==> src/include/ccps_regs.svh <==
// Command codes, link selects, host register offsets and timing counts
`ifndef CCPS_REGS_SVH
`define CCPS_REGS_SVH

`define CCPS_CMD_CMP_REG0 8'h10
`define CCPS_CMD_CMP_REG3 8'h13
`define CCPS_CMD_SPEED_STEP 8'h15
`define CCPS_CMD_TIMER_EXPIRY 8'h16
`define CCPS_CMD_SPLIT_PW 8'h17
`define CCPS_CMD_SPLIT_CNT 8'h18
`define CCPS_CMD_CMP_MODE 8'h20
`define CCPS_CMD_PIN_FUNC 8'h21
`define CCPS_CMD_RD_TIMER 8'h32
`define CCPS_CMD_RD_SPLIT 8'h47
`define CCPS_CMD_SPEED_UP 8'h70
`define CCPS_CMD_SPEED_DN 8'h71

`define CCPS_WSEL_CMD 2'h0
`define CCPS_WSEL_DATA_LO 2'h1
`define CCPS_WSEL_DATA_HI 2'h2
`define CCPS_WSEL_GPO 2'h3

`define CCPS_OFS_DATA_LO 5'h00
`define CCPS_OFS_DATA_HI 5'h04
`define CCPS_OFS_CMD 5'h08
`define CCPS_OFS_GPO 5'h0C
`define CCPS_OFS_RESULT 5'h10
`define CCPS_OFS_STATUS 5'h14

`define CCPS_MODE_RESET 16'h0000
`define CCPS_PIN_INPUT 2'h0
`define CCPS_PIN_GPO 2'h1
`define CCPS_PIN_STATUS 2'h2
`define CCPS_PIN_SYNC_CMP 2'h3

`define CCPS_CLK_MHZ 250
`define CCPS_GAP_NS 125
`define CCPS_GAP_CYC ((`CCPS_GAP_NS * `CCPS_CLK_MHZ + 999) / 1000)

`endif

==> src/include/ccps_pkg.sv <==
// Types shared by both ends of the parameter command link
package ccps_pkg;
	typedef enum logic [1:0]
	{
		CCPS_OBJ_CMD_POS = 2'h0,
		CCPS_OBJ_ENC_POS = 2'h1,
		CCPS_OBJ_SPEED = 2'h2,
		CCPS_OBJ_TIMER = 2'h3
	} ccps_obj_t;
	typedef enum logic [1:0]
	{
		CCPS_COND_GE = 2'h0,
		CCPS_COND_GT = 2'h1,
		CCPS_COND_EQ = 2'h2,
		CCPS_COND_LT = 2'h3
	} ccps_cond_t;
	typedef enum logic [2:0]
	{
		CCPS_ST_IDLE = 3'h0,
		CCPS_ST_SEND_LO = 3'h1,
		CCPS_ST_SEND_HI = 3'h2,
		CCPS_ST_SEND_CMD = 3'h3,
		CCPS_ST_SEND_GPO = 3'h4,
		CCPS_ST_GAP = 3'h5
	} ccps_state_t;
endpackage

==> src/include/ccps_link_if.sv <==
// Command link between the host processor end and the device end
`timescale 1ns/10ps
interface ccps_link_if;
	logic wr;
	logic [1:0] wsel;
	logic [15:0] wdata;
	logic busy;
	logic [31:0] rdata;
	logic [7:0] mag_status;
	logic [7:0] pin_level;
	modport host (output wr, output wsel, output wdata, input busy, input rdata,
		input mag_status, input pin_level);
	modport device (input wr, input wsel, input wdata, output busy, output rdata,
		output mag_status, output pin_level);
endinterface

==> src/rtl/ccps_compare.sv <==
// One compare register unit: object select, condition and magnitude flags
`timescale 1ns/10ps
module ccps_compare
(
	input wire logic clk,
	input wire logic rst,
	input wire logic [1:0] obj_sel,
	input wire logic [1:0] cond_sel,
	input wire logic [31:0] ref_val,
	input wire logic [31:0] cmd_pos,
	input wire logic [31:0] enc_pos,
	input wire logic [31:0] speed,
	input wire logic [31:0] timer,
	output logic hit,
	output logic below,
	output logic equal
);
	logic [31:0] obj_val;
	logic obj_lt;
	logic obj_eq;
	logic hit_d;

	// Object select
	assign obj_val = (obj_sel == ccps_pkg::CCPS_OBJ_CMD_POS) ? cmd_pos :
		(obj_sel == ccps_pkg::CCPS_OBJ_ENC_POS) ? enc_pos :
		(obj_sel == ccps_pkg::CCPS_OBJ_SPEED) ? speed : timer; // [RULE13]
	assign obj_lt = $signed(obj_val) < $signed(ref_val);
	assign obj_eq = obj_val == ref_val;
	// Condition select
	assign hit_d = (cond_sel == ccps_pkg::CCPS_COND_GE) ? !obj_lt :
		(cond_sel == ccps_pkg::CCPS_COND_GT) ? (!obj_lt && !obj_eq) :
		(cond_sel == ccps_pkg::CCPS_COND_EQ) ? obj_eq : obj_lt; // [RULE14]

	always_ff @(posedge clk)
	begin
		if (rst)
		begin
			hit <= 1'b0;
			below <= 1'b0;
			equal <= 1'b0;
		end
		else
		begin
			hit <= hit_d;
			below <= obj_lt; // [RULE16]
			equal <= obj_eq; // [RULE16]
		end
	end
endmodule

==> src/rtl/ccps_device_end.sv <==
// Device end: command decode, parameter registers, compare units and pin functions
`timescale 1ns/10ps
`include "ccps_regs.svh"

// Overview of operation
// [RULE1] Speed up/down command targets speed plus step; the speed down command here targets speed minus step
// [RULE2] Command 16h loads timer expiry value
// [RULE3] Read command 32h returns present timer count
// [RULE4] Command 17h loads split period and width
// [RULE5] New split values apply without interrupting output
// [RULE6] Host always sends both split data words
// [RULE7] Read command 47h returns split period, width
// [RULE8] Command 18h loads split count, zero endless
// [RULE9] Mode commands copy low data word
// [RULE10] Reset clears all mode registers
// [RULE11] Host waits command interval before next write
// [RULE12] Command 20h sets per-register object and condition
// [RULE13] Object codes: position, encoder, speed, timer
// [RULE14] Condition codes: ge, gt, eq, lt
// [RULE15] Compare results feed output, sync, interrupt; here they drive CMP_OUT and pins 4 to 7 only, with no interrupt
// [RULE16] Magnitude relation always readable in status
// [RULE17] Software avoids speed equality at fast ramps
// [RULE18] Command 21h sets two-bit function per pin
// [RULE19] Selector 00 makes pin a readable input
// [RULE20] Selector 01 drives general output register bit
// [RULE21] Selector 10 drives fixed drive status bit
// [RULE22] Selector 11 drives sync pulses, compare results
// [RULE23] Drive status bit n maps to pin n
// [RULE24] Command completes within one clock
module ccps_device_end
(
	input wire logic CLK_SYS,
	input wire logic SYS_RST,
	ccps_link_if.device LINK,
	input wire logic [31:0] CMD_POS,
	input wire logic [31:0] ENC_POS,
	input wire logic [31:0] SPEED,
	input wire logic [31:0] TIMER_COUNT,
	input wire logic [7:0] DRV_STATUS,
	input wire logic [3:0] SYNC_PULSE,
	input wire logic [7:0] PIN_I,
	output logic [7:0] PIN_O,
	output logic [7:0] PIN_OE_N,
	output logic [3:0] CMP_OUT,
	output logic [1:0] EXT_DRIVE,
	output logic [31:0] SPEED_STEP,
	output logic [31:0] TARGET_SPEED,
	output logic SPEED_CHANGE,
	output logic [31:0] TIMER_EXPIRY,
	output logic [15:0] SPLIT_PERIOD,
	output logic [15:0] SPLIT_WIDTH,
	output logic [15:0] SPLIT_COUNT
);
	logic [15:0] data_lo_q;
	logic [15:0] data_hi_q;
	logic [31:0] cmp_reg_q [0:3];
	logic [15:0] cmp_mode_q;
	logic [15:0] pin_func_q;
	logic [7:0] gpo_q;
	logic [31:0] result_q;
	logic busy_q;
	logic [7:0] pin_o_q;
	logic [7:0] pin_oe_n_q;
	logic [31:0] data_word;
	logic [7:0] code;
	logic cmd_stb;
	logic [3:0] cmp_hit;
	logic [3:0] cmp_below;
	logic [3:0] cmp_equal;
	logic is_cmp_reg;
	logic is_speed_up;
	logic is_speed_dn;

	assign cmd_stb = LINK.wr && (LINK.wsel == `CCPS_WSEL_CMD);
	assign code = LINK.wdata[7:0];
	assign data_word = {data_hi_q, data_lo_q};
	assign is_cmp_reg = cmd_stb && (code >= `CCPS_CMD_CMP_REG0) && (code <= `CCPS_CMD_CMP_REG3);
	assign is_speed_up = cmd_stb && (code == `CCPS_CMD_SPEED_UP);
	assign is_speed_dn = cmd_stb && (code == `CCPS_CMD_SPEED_DN);

	// Data words and general output register
	always_ff @(posedge CLK_SYS)
	begin
		if (SYS_RST)
		begin
			data_lo_q <= 16'h0000;
			data_hi_q <= 16'h0000;
			gpo_q <= 8'h00;
		end
		else if (LINK.wr)
		begin
			if (LINK.wsel == `CCPS_WSEL_DATA_LO)
				data_lo_q <= LINK.wdata;
			if (LINK.wsel == `CCPS_WSEL_DATA_HI)
				data_hi_q <= LINK.wdata;
			if (LINK.wsel == `CCPS_WSEL_GPO)
				gpo_q <= LINK.wdata[7:0];
		end
	end

	// Compare registers
	always_ff @(posedge CLK_SYS)
	begin
		if (SYS_RST)
		begin
			for (int i = 0; i < 4; i++)
				cmp_reg_q[i] <= 32'h00000000;
		end
		else if (is_cmp_reg)
			cmp_reg_q[code[1:0]] <= data_word;
	end

	// Parameter setting commands, each finished in the clock it arrives
	always_ff @(posedge CLK_SYS)
	begin
		if (SYS_RST)
		begin
			SPEED_STEP <= 32'h00000000;
			TIMER_EXPIRY <= 32'h00000000;
			SPLIT_PERIOD <= 16'h0000;
			SPLIT_WIDTH <= 16'h0000;
			SPLIT_COUNT <= 16'h0000;
		end
		else if (cmd_stb)
		begin
			if (code == `CCPS_CMD_SPEED_STEP)
				SPEED_STEP <= data_word;
			if (code == `CCPS_CMD_TIMER_EXPIRY)
				TIMER_EXPIRY <= data_word; // [RULE2] [RULE24]
			if (code == `CCPS_CMD_SPLIT_PW)
			begin
				SPLIT_PERIOD <= data_lo_q; // [RULE4] [RULE5]
				SPLIT_WIDTH <= data_hi_q; // [RULE4] [RULE5]
			end
			if (code == `CCPS_CMD_SPLIT_CNT)
				SPLIT_COUNT <= data_lo_q; // [RULE8]
		end
	end

	// Write-mode registers take the low data word
	always_ff @(posedge CLK_SYS)
	begin
		if (SYS_RST)
		begin
			cmp_mode_q <= `CCPS_MODE_RESET; // [RULE10]
			pin_func_q <= `CCPS_MODE_RESET; // [RULE10]
		end
		else if (cmd_stb)
		begin
			if (code == `CCPS_CMD_CMP_MODE)
				cmp_mode_q <= data_lo_q; // [RULE9] [RULE12]
			if (code == `CCPS_CMD_PIN_FUNC)
				pin_func_q <= data_lo_q; // [RULE9] [RULE18]
		end
	end

	// Speed change target, held by the drive core as constant speed
	always_ff @(posedge CLK_SYS)
	begin
		if (SYS_RST)
		begin
			TARGET_SPEED <= 32'h00000000;
			SPEED_CHANGE <= 1'b0;
		end
		else
		begin
			SPEED_CHANGE <= is_speed_up || is_speed_dn; // [RULE1]
			if (is_speed_up)
				TARGET_SPEED <= SPEED + SPEED_STEP; // [RULE1]
			else if (is_speed_dn)
				TARGET_SPEED <= SPEED - SPEED_STEP; // [RULE1]
		end
	end

	// Read commands and command acknowledge
	always_ff @(posedge CLK_SYS)
	begin
		if (SYS_RST)
		begin
			result_q <= 32'h00000000;
			busy_q <= 1'b0;
		end
		else
		begin
			busy_q <= cmd_stb; // [RULE24]
			if (cmd_stb && (code == `CCPS_CMD_RD_TIMER))
				result_q <= TIMER_COUNT; // [RULE3]
			else if (cmd_stb && (code == `CCPS_CMD_RD_SPLIT))
				result_q <= {SPLIT_WIDTH, SPLIT_PERIOD}; // [RULE7]
		end
	end

	// Compare units
	genvar n;
	generate
		for (n = 0; n < 4; n++)
		begin : g_cmp
			ccps_compare u_cmp
			(
				.clk(CLK_SYS),
				.rst(SYS_RST),
				.obj_sel(cmp_mode_q[4 * n + 1:4 * n]), // [RULE12]
				.cond_sel(cmp_mode_q[4 * n + 3:4 * n + 2]), // [RULE12]
				.ref_val(cmp_reg_q[n]),
				.cmd_pos(CMD_POS),
				.enc_pos(ENC_POS),
				.speed(SPEED),
				.timer(TIMER_COUNT),
				.hit(cmp_hit[n]),
				.below(cmp_below[n]),
				.equal(cmp_equal[n])
			);
		end
	endgenerate

	// Pin functions
	generate
		for (n = 0; n < 8; n++)
		begin : g_pin
			logic [1:0] mode;
			logic special;
			logic src;
			if (n < 4)
			begin : g_sync
				assign special = SYNC_PULSE[n]; // [RULE22]
			end
			else
			begin : g_cmp_pin
				assign special = cmp_hit[n - 4]; // [RULE22]
			end
			assign mode = pin_func_q[2 * n + 1:2 * n];
			assign src = (mode == `CCPS_PIN_GPO) ? gpo_q[n] :
				(mode == `CCPS_PIN_STATUS) ? DRV_STATUS[n] : special; // [RULE20] [RULE21] [RULE23]
			always_ff @(posedge CLK_SYS)
			begin
				if (SYS_RST)
				begin
					pin_o_q[n] <= 1'b0;
					pin_oe_n_q[n] <= 1'b1;
				end
				else
				begin
					pin_o_q[n] <= (mode == `CCPS_PIN_INPUT) ? 1'b0 : src;
					pin_oe_n_q[n] <= mode == `CCPS_PIN_INPUT; // [RULE19]
				end
			end
		end
	endgenerate

	assign PIN_O = pin_o_q;
	assign PIN_OE_N = pin_oe_n_q;
	assign CMP_OUT = cmp_hit; // [RULE15]
	assign EXT_DRIVE = PIN_I[5:4] & pin_oe_n_q[5:4]; // [RULE19]
	assign LINK.busy = busy_q;
	assign LINK.rdata = result_q;
	assign LINK.mag_status = {cmp_equal, cmp_below}; // [RULE16]
	assign LINK.pin_level = PIN_I; // [RULE19]
endmodule

==> src/flat_wrapper.sv <==
// flat-port wrapper written by rule: the top's interface ports become plain ports
module ccps_device_end_flat 
  (CLK_SYS, SYS_RST, CMD_POS, ENC_POS, SPEED, TIMER_COUNT, DRV_STATUS, SYNC_PULSE, PIN_I, PIN_O, PIN_OE_N, CMP_OUT, EXT_DRIVE, SPEED_STEP, TARGET_SPEED, SPEED_CHANGE, TIMER_EXPIRY, SPLIT_PERIOD, SPLIT_WIDTH, SPLIT_COUNT, LINK_wr, LINK_wsel, LINK_wdata, LINK_busy, LINK_rdata, LINK_mag_status, LINK_pin_level);
  ccps_link_if LINK_i ();
  input wire logic CLK_SYS;
  input wire logic SYS_RST;
  input wire logic [31:0] CMD_POS;
  input wire logic [31:0] ENC_POS;
  input wire logic [31:0] SPEED;
  input wire logic [31:0] TIMER_COUNT;
  input wire logic [7:0] DRV_STATUS;
  input wire logic [3:0] SYNC_PULSE;
  input wire logic [7:0] PIN_I;
  output logic [7:0] PIN_O;
  output logic [7:0] PIN_OE_N;
  output logic [3:0] CMP_OUT;
  output logic [1:0] EXT_DRIVE;
  output logic [31:0] SPEED_STEP;
  output logic [31:0] TARGET_SPEED;
  output logic SPEED_CHANGE;
  output logic [31:0] TIMER_EXPIRY;
  output logic [15:0] SPLIT_PERIOD;
  output logic [15:0] SPLIT_WIDTH;
  output logic [15:0] SPLIT_COUNT;
  input wire logic [$bits(LINK_i.wr)-1:0] LINK_wr;
  input wire logic [$bits(LINK_i.wsel)-1:0] LINK_wsel;
  input wire logic [$bits(LINK_i.wdata)-1:0] LINK_wdata;
  output wire logic [$bits(LINK_i.busy)-1:0] LINK_busy;
  output wire logic [$bits(LINK_i.rdata)-1:0] LINK_rdata;
  output wire logic [$bits(LINK_i.mag_status)-1:0] LINK_mag_status;
  output wire logic [$bits(LINK_i.pin_level)-1:0] LINK_pin_level;
  assign LINK_i.wr = LINK_wr;
  assign LINK_i.wsel = LINK_wsel;
  assign LINK_i.wdata = LINK_wdata;
  assign LINK_busy = LINK_i.busy;
  assign LINK_rdata = LINK_i.rdata;
  assign LINK_mag_status = LINK_i.mag_status;
  assign LINK_pin_level = LINK_i.pin_level;
  ccps_device_end u_core (.CLK_SYS(CLK_SYS), .SYS_RST(SYS_RST), .LINK(LINK_i), .CMD_POS(CMD_POS), .ENC_POS(ENC_POS), .SPEED(SPEED), .TIMER_COUNT(TIMER_COUNT), .DRV_STATUS(DRV_STATUS), .SYNC_PULSE(SYNC_PULSE), .PIN_I(PIN_I), .PIN_O(PIN_O), .PIN_OE_N(PIN_OE_N), .CMP_OUT(CMP_OUT), .EXT_DRIVE(EXT_DRIVE), .SPEED_STEP(SPEED_STEP), .TARGET_SPEED(TARGET_SPEED), .SPEED_CHANGE(SPEED_CHANGE), .TIMER_EXPIRY(TIMER_EXPIRY), .SPLIT_PERIOD(SPLIT_PERIOD), .SPLIT_WIDTH(SPLIT_WIDTH), .SPLIT_COUNT(SPLIT_COUNT));
endmodule
==> config.mk <==
export PLATFORM = sky130hd
export DESIGN_NAME = ccps_device_end_flat
export DESIGN_NICKNAME = d
export VERILOG_FILES = /design/src/include/ccps_pkg.sv /design/src/include/ccps_link_if.sv /design/src/rtl/ccps_compare.sv /design/src/rtl/ccps_device_end.sv /design/src/flat_wrapper.sv
export VERILOG_INCLUDE_DIRS = /design/src /design/src/include
export SDC_FILE = /design/constraint.sdc
export NUM_CORES = 1
export LEC_CHECK = 0
export BUFFER_PORTS_ARGS = -buffer_cell sky130_fd_sc_hd__buf_2
export CAP_MARGIN = 20
export CORE_MARGIN = 2
export CORE_UTILIZATION = 45
export DETAILED_ROUTE_END_ITERATION = 8
export GPL_TIMING_DRIVEN = 0
export PLACE_DENSITY = 0.68
export SLEW_MARGIN = 20
export SYNTH_ARGS = -nofsm -noshare
export SYNTH_HDL_FRONTEND = slang
export SYNTH_SLANG_ARGS = --single-unit
==> constraint.sdc <==
create_clock -name CLK_SYS -period 6.23 [get_ports CLK_SYS]
set_clock_uncertainty 0.15 [all_clocks]
set_input_delay 1.246 -clock CLK_SYS [delete_from_list [all_inputs] [get_ports CLK_SYS]]
set_output_delay 1.246 -clock CLK_SYS [all_outputs]
set_load 0.03 [all_outputs]
Word level (Yosys, flattened, before mapping) --
Memory sizes are Yosys's and may differ from the RTL's. Cells that the tools add are included. Widths: inputs -> output; s select.
Storage, ports and cells: register bits after elaboration 278, RAM bits 128, output and inout bits 216, memories 1
Cells by class: add/subtract/negate cells 2, magnitude comparators 6, eq/ne operators 49, mux-type cells 52, bitwise logic cells 1, reductions and logical operators 57
Memories:
- u_core.cmp_reg_q | words 4, bits a word 32, rd ports 4, clocked after memory_dff 0, write ports 4, line ccps_device_end.sv:56 | logic [31:0] cmp_reg_q [0:3];
Operators with widths (count):
- $mux 32 | 17
- $eq 32x32->1 | 4
- $lt 32x32->1 | 4
- $eq 2x2->1 const B | 18
- $eq 2x1->1 const B | 17
- $logic_not 2->1 | 17
- $mux 1 | 34
- $add 32x32->32 | 1
- $eq 8x5->1 const B | 4
- $reduce_or 32->1 | 1
- $sub 32x32->32 | 1
- $eq 8x6->1 const B | 3
- $eq 8x7->1 const B | 3
- $reduce_and 2->1 | 9
- $reduce_or 2->1 | 8
- $logic_and 1x1->1 | 11
- $ge 8x5->1 const B | 1
- $le 8x5->1 const B | 1
- $logic_not 1->1 | 8
- $reduce_bool 2->1 | 2
- $and 2x2->2 | 1
- $mux 2 | 1
- $logic_or 1x1->1 | 1

Longest topological paths before layout --
Gate-level depths: netlist (run 1).
depth in word-level cells 9, mapped depth 18

Modules after synthesis --
From an unflattened synthesis (run 1), not the netlist that was laid out.
Unflattened totals: cell total of the unflattened synthesis 2457, area, all modules 23869.1 um^2
By module, submodules not included:
- ccps_device_end | times used 1, cells each 1813, area an instance 17042.6 um^2
- ccps_compare | times used 4, cells each 161, area an instance 1706.6 um^2

Worst setup path after synthesis (run 1) --
No wires, ideal clock.
path kind input to register, start in LINK_wdata[7], end reg u_core.TARGET_SPEED[30], setup time 0.122 ns, arrival time 5.085 ns, required time 5.958 ns, setup slack 0.873 ns, stages 15, path through or4b_2 > nor2_1 > nand3_1 > nor3_1 > a21oi_1 > xor2_1 > ha_1 > and4_1 > a221o_1 > nor4_1 > a211oi_1 > a2111oi_0 > a21oi_1 > xnor2_1 > o21ai_0
Between the ends: cells in the longest elaborated chain, start to end 3, elaborated cells on any way between the ends 6, those cells by class 2 x eq/ne; 1 x mux; 3 x reduce/logical
Ends and longest elaborated chain:
- start: declaration | line flat_wrapper.sv:27 | input wire logic [$bits(LINK_i.wdata)-1:0] LINK_wdata;
- $eq 8x7->1 (no line)
- $logic_and 1x1->1 (on tied branches) | line ccps_device_end.sv:78, ccps_device_end.sv:79
- $mux 32 or $reduce_bool 2->1 (tied branches)
- end signal: assignment | line ccps_device_end.sv:169 | TARGET_SPEED <= SPEED + SPEED_STEP;
- end signal: assignment | line ccps_device_end.sv:171 | TARGET_SPEED <= SPEED - SPEED_STEP;
- end: declaration | line ccps_device_end.sv:47 | output logic [31:0] TARGET_SPEED,
Parallel ways exist; a longest one is shown, timed or not. A chain may end at the register's enable or synchronous reset.

Worst setup path in the final report (run 1) --
start in LINK_wdata[7], end reg u_core.TARGET_SPEED[31]
The elaborated chain is that of the path after synthesis.

==> run_results.csv, run 1 <==
group,metric,value,unit
final_layout,nFillCells,4670,
synth,avgSynthCellArea,9.620,um^2
worst_setup_path,worstPathRequired,6.62,ns
final_layout,ff_latch_area,9409,um^2
worst_setup_path,cp.arrival,6.47,ns
timing,rsz0062_at_grt,"false",
hold_path,whs_path_depth,2,
drt,drc,0,
grt,grt_pass1_wl,127500,um
drt,vias_per_cell,5.921,
final_layout,final_cell_count_no_fill,3588,
timing,setup_violations,0,
pwr,pwr-share-seq,44.4,%
drt,dr.pass1.iters,5,
floorplan,initial_core_util,45.59,%
synth,synth_top_area_share,23.75,%
placement,io_buffers,376,
synth,ys_warn_count,0,
clocking,cts.clk_slew.worst_paths,0.06,ns
worst_setup_path,path_cells,"buf_2 -> or4b_2 -> nor2_1 -> nand4_1 -> clkbuf_1 -> o31ai_1 -> xnor2_1 -> ha_1 -> o211ai_1 -> o21bai_1 -> o2111ai_1 -> a21o_1 -> o311ai_0 -> a31oi_1 -> xnor2_1 -> nand2_1 -> a21oi_1",
clocking,root_buffer,"clkbuf_16",
pwr,power.total,6.296,mW
final_layout,drive_above_1_share,22.16,%
drt,drtAntennaViolNets,0,
clocking,htree_num_levels,2,
pwr,pwr-share-clk,46.1,%
worst_setup_path,critPathMaxStageDelay,0.76,ns
clocking,holdBufCountCts,0,
drt,wl_per_cell,24.60,um
worst_setup_path,path_max_fanout,10,
clocking,clk_latency,0.62,ns
timing,relSlewSlack,23.60,%
grt,grt_overflow,0,
placement,dp.cells,3494,
synth,synth-edff-count,128,
pwr,switching_share,25.36,%
synth,synth_area_leaders,"dfxtp_1, edfxtp_1, mux4_2",
clocking,cts_buffer_depth,3,
synth,syn_nets,2766,
grt,grt_usage,32.09,%
final_layout,fin_nets,3194,
grt,grt_pass1_vias,20210,
floorplan,ioPinCount,385,
status,status,"finished, final reports clean",
final_layout,areaGrowthSynthToFinish,18.96,%
clocking,numCtsBuffers,47,
timing,drv_slew,0,
pwr,power_density,225.8,nW/um^2
synth,ys_types,62,
grt,antenna_found_initial,8,
worst_setup_path,r2r_cells,15,
timing,max_freq,164.6,MHz
worst_setup_path,worstSetupEndpointType,"register",
worst_setup_path,cp_slowest_cell,"o311ai_0",
synth,yosysSeqAreaShare,40.15,%
pwr,internal_power,4.700,mW
final_layout,post-route-util,54.23,%
synth,async_flop_share,0,%
worst_setup_path,cp_common_cell,"xnor2_1",
hold_path,hp-class,"reg2reg",
clocking,postCtsSetupRepairBufs,0,
worst_setup_path,start_kind,"primary input",
timing,period_share,97.53,%
synth,synth_ff_type,"dfxtp_1",
pwr,power.leakage,11.73,nW
synth,syn_area,23430,um^2
clocking,cts_tree,"yes",
floorplan,die_area,53920,um^2
floorplan,die_x,232.2,um
pwr,vdd_drop_max,0.2053,mV
final_layout,multi_input_area,12780,um^2
worst_setup_path,crit_type,"in2reg",
synth,synth_top_area_cell,"dfxtp_1",
timing,worst_slew_pin_slew,1.146,ns
run,maxCapViolCount,0,
timing,hold_viol,0,
pwr,p_sw,1.597,mW
clocking,numClockSinks,406,
placement,dp_hpwl,68790,um
drt,via_count,21240,
grt,grt_max_degree,33,
drt,drt-initial-drc-count,2178,
synth,ys_ff_latch,406,
floorplan,core,51410,um^2
pwr,p_comb_share,9.5,%
timing,min_period,6.076,ns
synth,synth_cells,2436,
drt,routed_wl,88270,um
floorplan,placementRows,83,
floorplan,die_y,232.2,um
placement,gp_congestion,0.9759,
==> routing by layer <==
metal	vias to the layer above	wire [um]	track usage, %
li1	9546	-	-
met1	10350	34880	42.04
met2	1134	41260	52.15
met3	204	8392	5.955
met4	8	3680	13.26
met5	-	51	0
==> synthesized netlist by cell type, types with 3 or more instances <==
cell / instances
nor3_1: 9
xor2_1: 18
and3b_1: 3
nand3b_1: 4
nor2b_1: 11
o21bai_1: 12
and2_1: 37
buf_2: 3
a2111oi_0: 4
edfxtp_1: 128
or3_1: 6
o211ai_1: 5
a21o_1: 55
o21ai_0: 44
and4_1: 6
buf_1: 13
and3_1: 99
inv_1: 143
ha_1: 160
nor2_1: 130
or4_4: 3
a21oi_1: 261
o21a_1: 10
nor4_1: 9
o31ai_1: 10
mux4_2: 128
xnor2_1: 41
dfxtp_1: 278
nand2b_1: 10
nand3_1: 14
buf_4: 20
or2_2: 7
mux2i_1: 61
mux2_2: 9
clkbuf_1: 144
or4_1: 3
nand4_1: 29
nand2_1: 425
a31oi_1: 8
a211oi_1: 46
==> cell families (layout without fill, tap and decap cells) <==
| kind of cell | after synthesis | in the layout | share of synthesized area (%) |
|---|---|---|---|
| multiplexers | 198 | 198 | 15.34 |
| AND/OR/NAND/NOR | 816 | 816 | 16.12 |
| buffers and inverters | 323 | 789 | 5.510 |
| XOR/XNOR | 59 | 59 | 2.205 |
| AO/OA/AOI/OAI | 473 | 473 | 12.05 |
| flip-flops | 406 | 406 | 40.15 |
| adder cells (fa/ha/maj) | 161 | 161 | 8.628 |
| other | 0 | 6 | 0 |
==> critical path: cells and delay by family <==
kind	cells	cell delay, ns
simple gates	4	1.46
xor+xnor	2	0.56
buf+inv	2	0.65
compound gates	8	2.17
fa+ha+maj	1	0.37
==> path summary, 6_finish.rpt <==
path                                       startpoint                                   end  slack, ns
setup / recovery                        LINK_wdata[7]  u_core.TARGET_SPEED[31]$_SDFFE_PP0P_       0.15
hold / removal    u_core.TARGET_SPEED[5]$_SDFFE_PP0P_   u_core.TARGET_SPEED[5]$_SDFFE_PP0P_       0.30
setup reg to reg   u_core.SPEED_STEP[12]$_SDFFE_PP0P_  u_core.TARGET_SPEED[31]$_SDFFE_PP0P_       0.67
hold reg to reg   u_core.TARGET_SPEED[5]$_SDFFE_PP0P_   u_core.TARGET_SPEED[5]$_SDFFE_PP0P_       0.30
==> sequential cells by signal, indices dropped and copies added, names as in the netlist, 8 cells and up <==
| signal | count |
|---|---|
| u_core.LINK.rdata | 32 |
| u_core.PIN_O | 8 |
| u_core.PIN_OE_N | 8 |
| u_core.SPEED_STEP | 32 |
| u_core.SPLIT_COUNT | 16 |
| u_core.SPLIT_PERIOD | 16 |
| u_core.SPLIT_WIDTH | 16 |
| u_core.TARGET_SPEED | 32 |
| u_core.TIMER_EXPIRY | 32 |
| u_core.cmp_mode_q | 16 |
| u_core.cmp_reg_q | 128 |
| u_core.data_hi_q | 16 |
| u_core.data_lo_q | 16 |
| u_core.gpo_q | 8 |
| u_core.pin_func_q | 16 |
==> cells in the final DEF, fill, tap and decap left out, types with 14 or more instances in the layout <==
| cell type | count |
|---|---|
| a211oi_1 | 46 |
| a21o_1 | 52 |
| a21oi_1 | 261 |
| and2_1 | 37 |
| and3_1 | 99 |
| buf_2 | 380 |
| buf_4 | 21 |
| clkbuf_1 | 156 |
| clkbuf_16 | 48 |
| dfxtp_1 | 278 |
| edfxtp_1 | 128 |
| ha_1 | 160 |
| inv_1 | 143 |
| mux2i_1 | 61 |
| mux4_2 | 128 |
| nand2_1 | 425 |
| nand3_1 | 14 |
| nand4_1 | 29 |
| nor2_1 | 130 |
| o21ai_0 | 44 |
| xnor2_1 | 41 |
| xor2_1 | 18 |
==> cell type report <==
class	count	share of cell area (%)
repair buffers	379	6.916
diodes	6	0.05386
plain buffers	180	2.711
multi-input cells	1707	45.83
inverters	143	1.925
clock buffers	66	4.766
flip-flops and latches	406	33.75
clock inverters	21	0.9964
well taps	680	3.052
==> repair_timing <==
action / 4_1_cts / 5_1_grt
gates cloned: 0 / 0
endpoints found under the setup margin: 1 / 3
pin swaps: 0 / 0
gates resized for setup: 1 / 4
==> stage by stage <==
step           setup slack [ns]  hold WS [ns]  TNS [ns]  cell area (um^2)
6_report                 0.1536        0.2990         0             27880
5_1_grt                0.003870        0.3220         0             27870
4_1_cts                  0.1424        0.3009         0             27830
3_5_place_dp            -0.6371        0.2928    -1.852             26220
3_3_place_gp             -1.416        0.2844    -13.04             26170
2_1_floorplan            0.8732        0.2819         0             23440
==> power by group through the flow <==
stage / sequential [mW] / combinational (mW) / clock (mW)
floorplan: 2.84 / 0.328 / 0
global placement: 2.85 / 0.564 / 0
detailed placement: 2.85 / 0.581 / 0
CTS: 2.79 / 0.586 / 2.92
global route: 2.79 / 0.641 / 3.02
finish: 2.79 / 0.599 / 2.90
No activity file was read; power rests on OpenSTA's default activity.
==> inputs of run 2 (changes only) <==
Settings changed: BUFFER_PORTS_ARGS -buffer_cell sky130_fd_sc_hd__buf_2 to default, DONT_BUFFER_PORTS from default to 1, PLACE_DENSITY 0.68 to 0.62.
==> run 2 against run 1 <==
Register-to-register slack got worse by 0.41 ns; die area unchanged; global-route usage decreased by 0.32 points; combinational power decreased by 21%; clock-buffer cell count increased by 5; sequential share of layout area increased by 2.6 points; cell count decreased by 11%; design area decreased by 7.3%; clock power decreased by 7%; sequential power about the same; via count decreased by 8.8%; sequential cell count unchanged; critical path type is now reg2reg.
==> run_results.csv, run 2 (synthesized netlist as in run 1, its figures left out) <==
group,metric,value,unit
status,status,"finished, final reports clean",
final_layout,areaGrowthSynthToFinish,10.33,%
drt,dr.pass1.iters,6,
placement,dp_hpwl,68670,um
worst_setup_path,worstSetupEndpointType,"register",
final_layout,postLayoutCellArea,25850,um^2
timing,max_freq,167.5,MHz
pwr,vdd_drop_max,0.2067,mV
clocking,clk_latency,0.62,ns
floorplan,initial_core_util,45.59,%
worst_setup_path,cp_slowest_cell,"a2111oi_0",
floorplan,die_area,53920,um^2
clocking,htree_num_levels,2,
pwr,power.total,5.968,mW
placement,gp_congestion,0.9671,
drt,routed_wl,86800,um
clocking,postCtsSetupRepairBufs,0,
floorplan,die_x,232.2,um
pwr,power.leakage,9.881,nW
drt,drtAntennaViolNets,0,
clocking,root_buffer,"clkbuf_16",
worst_setup_path,path_depth,15,
drt,wl_per_cell,27.08,um
timing,setup_ws,0.2583,ns
grt,grt_usage,31.77,%
final_layout,drive_above_1_share,10.22,%
clocking,cts_tree,"yes",
grt,grt_pass1_vias,18790,
timing,min_period,5.972,ns
worst_setup_path,start_kind,"register",
floorplan,placementRows,83,
final_layout,fin_nets,2817,
worst_setup_path,crit_family,"compound AO/OA/AOI/OAI gates",
final_layout,top_register,"u_core.cmp_reg_q",
run,maxCapViolCount,0,
clocking,numClockSinks,406,
timing,rsz0062_at_grt,"false",
worst_setup_path,cp.arrival,6.36,ns
placement,dp.cells,3119,
clocking,holdBufCountCts,0,
worst_setup_path,critPathBufInv,0,
timing,period_share,95.85,%
floorplan,core,51410,um^2
drt,vias_per_cell,6.040,
drt,via_count,19360,
final_layout,final_cell_mix,"nand2_1, dfxtp_1, a21oi_1, clkbuf_1, ha_1",
grt,grt_overflow,0,
placement,io_buffers,0,
hold_path,whs_path_depth,2,
timing,relSlewSlack,24.03,%
clocking,cts.clk_slew.worst_paths,0.06,ns
drt,drt-initial-drc-count,1795,
timing,timing.hold.ws,0.3116,ns
drt,drc,0,
worst_setup_path,critPathMaxStageDelay,0.77,ns
worst_setup_path,worstPathRequired,6.62,ns
worst_setup_path,cp_common_cell,"or4_4",
timing,setup_violations,0,
placement,placed_area,24350,um^2
worst_setup_path,r2r_cells,15,
worst_setup_path,crit_type,"reg2reg",
grt,grt_max_degree,33,
final_layout,final_cell_count_no_fill,3206,
grt,grt_pass1_wl,124900,um
timing,hold_viol,0,
hold_path,hp-class,"reg2reg",
timing,worst_slew_pin_slew,1.139,ns
pwr,power_density,230.8,nW/um^2
final_layout,layout_commonest_cell,"nand2_1",
worst_setup_path,path_cells,"or4_4 -> or3_4 -> or4_4 -> or4_4 -> o21ai_0 -> xnor2_1 -> ha_1 -> a21o_1 -> a21o_1 -> a2111oi_0 -> o311ai_0 -> a31oi_1 -> xnor2_1 -> nand2_1 -> a21oi_1",
worst_setup_path,path_max_fanout,7,
clocking,cts_buffer_depth,3,
floorplan,ioPinCount,385,
grt,antenna_found_initial,1,
floorplan,die_y,232.2,um
timing,drv_slew,0,
clocking,numCtsBuffers,46,
placement,pre_cts_ws,-0.3225,ns
final_layout,largest_reg_flops,128,
run 2: cell count changes in the layout (fill, tap and decap cells not counted), sizes merged:
cell      before  now
buf          415   39
bufinv         5    0
inv          144  147
clkinv        13   11
clkinvlp       2    0
diode          6    1
clkbuf       210  215
run 2: worst reg2reg max path, stage by stage, from the launching register on:
cell and delay [ns]:
dfxtp_1 0.49, or4_4 0.64, or3_4 0.37, or4_4 0.48, or4_4 0.55, o21ai_0 0.21
xnor2_1 0.09, ha_1 0.40, a21o_1 0.23, a21o_1 0.21, a2111oi_0 0.77, o311ai_0 0.51
a31oi_1 0.31, xnor2_1 0.23, nand2_1 0.10, a21oi_1 0.14
run 2: per-stage QoR:
| step | TNS [ns] | util, % |
|---|---|---|
| floorplan | 0 | - |
| global placement | -4.899 | 47.24 |
| detailed placement | -0.7353 | 47.38 |
| CTS | 0 | 50.25 |
| global route | 0 | 50.29 |
| finish | 0 | 50.30 |
run 2: power by group:
part	total, mW	switching (mW)	internal [mW]
registers	2.79	0.0268	2.76
logic	0.473	0.285	0.188
clock network	2.70	1.19	1.52
total	5.97	1.50	4.47
run 2: area by class of cell:
cell class / count / area (um^2)
clock inverter: 15 / 117.6
tap: 680 / 850.8
sequential: 406 / 9409
multi-input combinational: 1707 / 12760
fill: 4767 / 25550
buffer: 180 / 755.7
inverter: 143 / 536.8
clock buffer: 71 / 1360
antenna: 1 / 2.502
timing repair buffer: 3 / 58.81
run 2: layer usage:
layer  part of all wire (%)  wire length (um)  GRT usage, %  vias up
met1                     38             32940         38.92     9444
met3                     11              9733         10.63      207
met5                  0.018                16             0        -
met2                     46             39540         50.19      912
met4                    5.3              4569         15.30        2
li1                       -                 -             -     8798
run 2: path summary, 6_finish.rpt:
check / start / to / slack (ns)
worst max register to register: u_core.SPEED_STEP[12]$_SDFFE_PP0P_ / u_core.TARGET_SPEED[31]$_SDFFE_PP0P_ / 0.26
worst max-delay path: u_core.SPEED_STEP[12]$_SDFFE_PP0P_ / u_core.TARGET_SPEED[31]$_SDFFE_PP0P_ / 0.26
worst min-delay path: u_core.cmp_mode_q[10]$_SDFFE_PP0P_ / u_core.cmp_mode_q[10]$_SDFFE_PP0P_ / 0.31
worst min register to register: u_core.cmp_mode_q[10]$_SDFFE_PP0P_ / u_core.cmp_mode_q[10]$_SDFFE_PP0P_ / 0.31
run 2: repair_timing:
action                                 in CTS  in global routing
resized for setup                           0                  2
setup endpoints to repair                   0                  2
endpoints found under the hold margin       0                  0
==> inputs of run 3 (changes only) <==
Settings changed: PLACE_DENSITY 0.62 to default.
==> run 3 against run 2 <==
Non-clock buffer count is 1 lower; cell count did not move; via count shrank 0.10%; critical path depth is the same; global-route usage rose by 0.099 points; largest cell class unchanged; setup slack better by 0.0023 ns; combinational power barely moved; wire length about the same; first-iteration DRC count down 1.4%; sequential share of layout area down 0.20 points.
==> run_results.csv, run 3 (synthesized netlist as in run 1, its figures left out) <==
group,metric,value,unit
timing,setup_ws,0.2606,ns
floorplan,placementRows,83,
clocking,cts_tree,"yes",
worst_setup_path,crit_family,"compound AO/OA/AOI/OAI gates",
worst_setup_path,crit_type,"reg2reg",
drt,drc,0,
final_layout,drive_above_1_share,10.65,%
worst_setup_path,path_depth,15,
grt,antenna_found_initial,3,
final_layout,post-route-util,50.58,%
timing,setup_violations,0,
grt,grt_overflow,0,
timing,hold_viol,0,
timing,worst_slew_pin_slew,1.175,ns
drt,vias_per_cell,6.033,
floorplan,die_x,232.2,um
pwr,vdd_drop_max,0.2156,mV
worst_setup_path,critPathBufInv,0,
final_layout,nFillCells,4772,
grt,grt_max_degree,33,
worst_setup_path,start_kind,"register",
timing,relSlewSlack,21.65,%
pwr,power_density,238.5,nW/um^2
placement,gp_congestion,0.9451,
worst_setup_path,r2r_cells,15,
worst_setup_path,r2r_end,"u_core.TARGET_SPEED[31]$_SDFFE_PP0P_",
clocking,cts.clk_slew.worst_paths,0.06,ns
worst_setup_path,critPathMaxStageDelay,0.75,ns
drt,dr.pass1.iters,5,
final_layout,largest_reg_flops,128,
worst_setup_path,timing.rr.start,"u_core.SPEED_STEP[12]$_SDFFE_PP0P_",
hold_path,hp-class,"reg2reg",
drt,routed_wl,86880,um
worst_setup_path,worstSetupEndpointType,"register",
worst_setup_path,cp.arrival,6.34,ns
final_layout,layout_commonest_cell,"nand2_1",
floorplan,ioPinCount,385,
grt,grt_pass1_vias,19010,
clocking,numCtsBuffers,47,
drt,via_count,19340,
worst_setup_path,path_cells,"or4_4 -> or3_4 -> or4_4 -> or4_4 -> o21ai_0 -> xnor2_1 -> ha_1 -> a21o_1 -> a21o_1 -> a2111oi_1 -> o311ai_0 -> a31oi_1 -> xnor2_1 -> nand2_1 -> a21oi_1",
final_layout,final_cell_mix,"nand2_1, dfxtp_1, a21oi_1, ha_1, clkbuf_1",
drt,drt-initial-drc-count,1770,
floorplan,die_area,53920,um^2
pwr,power.leakage,9.947,nW
worst_setup_path,worstSetupStartpoint,"u_core.SPEED_STEP[12]$_SDFFE_PP0P_",
worst_setup_path,path_max_fanout,7,
worst_setup_path,worstPathRequired,6.60,ns
worst_setup_path,cp_slowest_cell,"a2111oi_1",
clocking,htree_num_levels,2,
status,status,"finished, final reports clean",
clocking,cts_buffer_depth,3,
floorplan,initial_core_util,45.59,%
final_layout,final_cell_count_no_fill,3206,
floorplan,die_y,232.2,um
final_layout,areaGrowthSynthToFinish,10.94,%
timing,min_period,5.969,ns
clocking,clk_latency,0.62,ns
grt,grt_pass1_wl,125700,um
drt,drtAntennaViolNets,0,
worst_setup_path,worstSetupEndpoint,"u_core.TARGET_SPEED[31]$_SDFFE_PP0P_",
final_layout,n_antenna_cell,0,
run,maxCapViolCount,0,
timing,period_share,95.82,%
clocking,numClockSinks,406,
final_layout,top_register,"u_core.cmp_reg_q",
grt,grt_usage,31.87,%
drt,wl_per_cell,27.10,um
clocking,holdBufCountCts,0,
clocking,root_buffer,"clkbuf_16",
placement,pre_cts_ws,-0.5090,ns
placement,io_buffers,0,
final_layout,fin_nets,2817,
worst_setup_path,rrSetupSlack,0.26,ns
floorplan,core,51410,um^2
timing,max_freq,167.5,MHz
timing,drv_slew,0,
placement,dp_hpwl,68880,um
timing,rsz0062_at_grt,"false",
placement,dp.cells,3118,
worst_setup_path,cp_common_cell,"or4_4",
run 3: cell count changes in the layout (fill, tap and decap cells not counted), sizes merged:
cell      before  now
clkbuf       215  208
bufinv         0    3
buf           39   38
clkinvlp       0    2
inv          147  145
diode          1    0
clkinv        11   17
run 3: routing by layer:
metal	vias to the layer above	GRT usage (%)	routed length (um)
met4	4	12.66	3536
met3	163	9.062	8399
met5	-	0	22
li1	8766	-	-
met1	9579	40.69	34910
met2	831	50.86	40020
run 3: metrics by stage:
| step | cell area, um^2 | power, mW | hold WS, ns | setup TNS [ns] |
|---|---|---|---|---|
| after detailed placement | 24330 | 3.309 | 0.3027 | -1.266 |
| after CTS | 25980 | 6.214 | 0.3132 | 0 |
| after global routing | 26000 | 6.370 | 0.3315 | 0 |
| after global placement | 24290 | 3.297 | 0.2895 | -5.676 |
| after floorplan | 23440 | 3.163 | 0.2819 | 0 |
| final | 26000 | 6.202 | 0.3129 | 0 |
run 3: worst reg2reg max path, stage by stage (launching register included):
cell       delay, ns
dfxtp_1         0.48
or4_4           0.64
or3_4           0.37
or4_4           0.47
or4_4           0.55
o21ai_0         0.24
xnor2_1         0.10
ha_1            0.41
a21o_1          0.23
a21o_1          0.21
a2111oi_1       0.75
o311ai_0        0.48
a31oi_1         0.31
xnor2_1         0.23
nand2_1         0.10
a21oi_1         0.17
run 3: power by group:
part	leakage, nW	internal, mW	total [mW]	switching [mW]
Combinational	5.57	0.187	0.471	0.285
Clock	0.809	1.70	2.94	1.24
Sequential	3.57	2.76	2.79	0.0267
run 3: timing repair:
action                     4_1_cts  5_1_grt
buffers inserted                 0        0
setup endpoints to repair        0        3
hold endpoints to repair         0        0
gates resized for setup          0        4
run 3: how the worst min path moves through the flow:
stage                                             startpoint                                 end  cells past startpoint
after floorplan           u_core.cmp_mode_q[10]$_SDFFE_PP0P_  u_core.cmp_mode_q[10]$_SDFFE_PP0P_                      2
after global placement    u_core.cmp_mode_q[10]$_SDFFE_PP0P_  u_core.cmp_mode_q[10]$_SDFFE_PP0P_                      2
after detailed placement  u_core.cmp_mode_q[10]$_SDFFE_PP0P_  u_core.cmp_mode_q[10]$_SDFFE_PP0P_                      2
after CTS                 u_core.cmp_mode_q[14]$_SDFFE_PP0P_  u_core.cmp_mode_q[14]$_SDFFE_PP0P_                      2
after global routing      u_core.cmp_mode_q[14]$_SDFFE_PP0P_  u_core.cmp_mode_q[14]$_SDFFE_PP0P_                      2
final                      u_core.pin_func_q[1]$_SDFFE_PP0P_       u_core.PIN_OE_N[0]$_SDFF_PP1_                      1
run 3: layout make-up:
type                    count  area, um^2  share of cell area (%)
plain buffers             180       755.7                   2.907
inverters                 143       536.8                   2.064
repair buffers              2       31.28                  0.1203
clock buffers              64        1385                   5.327
clock inverters            24       262.8                   1.011
flip-flops and latches    406        9409                   36.19
multi-input cells        1707       12770                   49.11
well taps                 680       850.8                   3.272
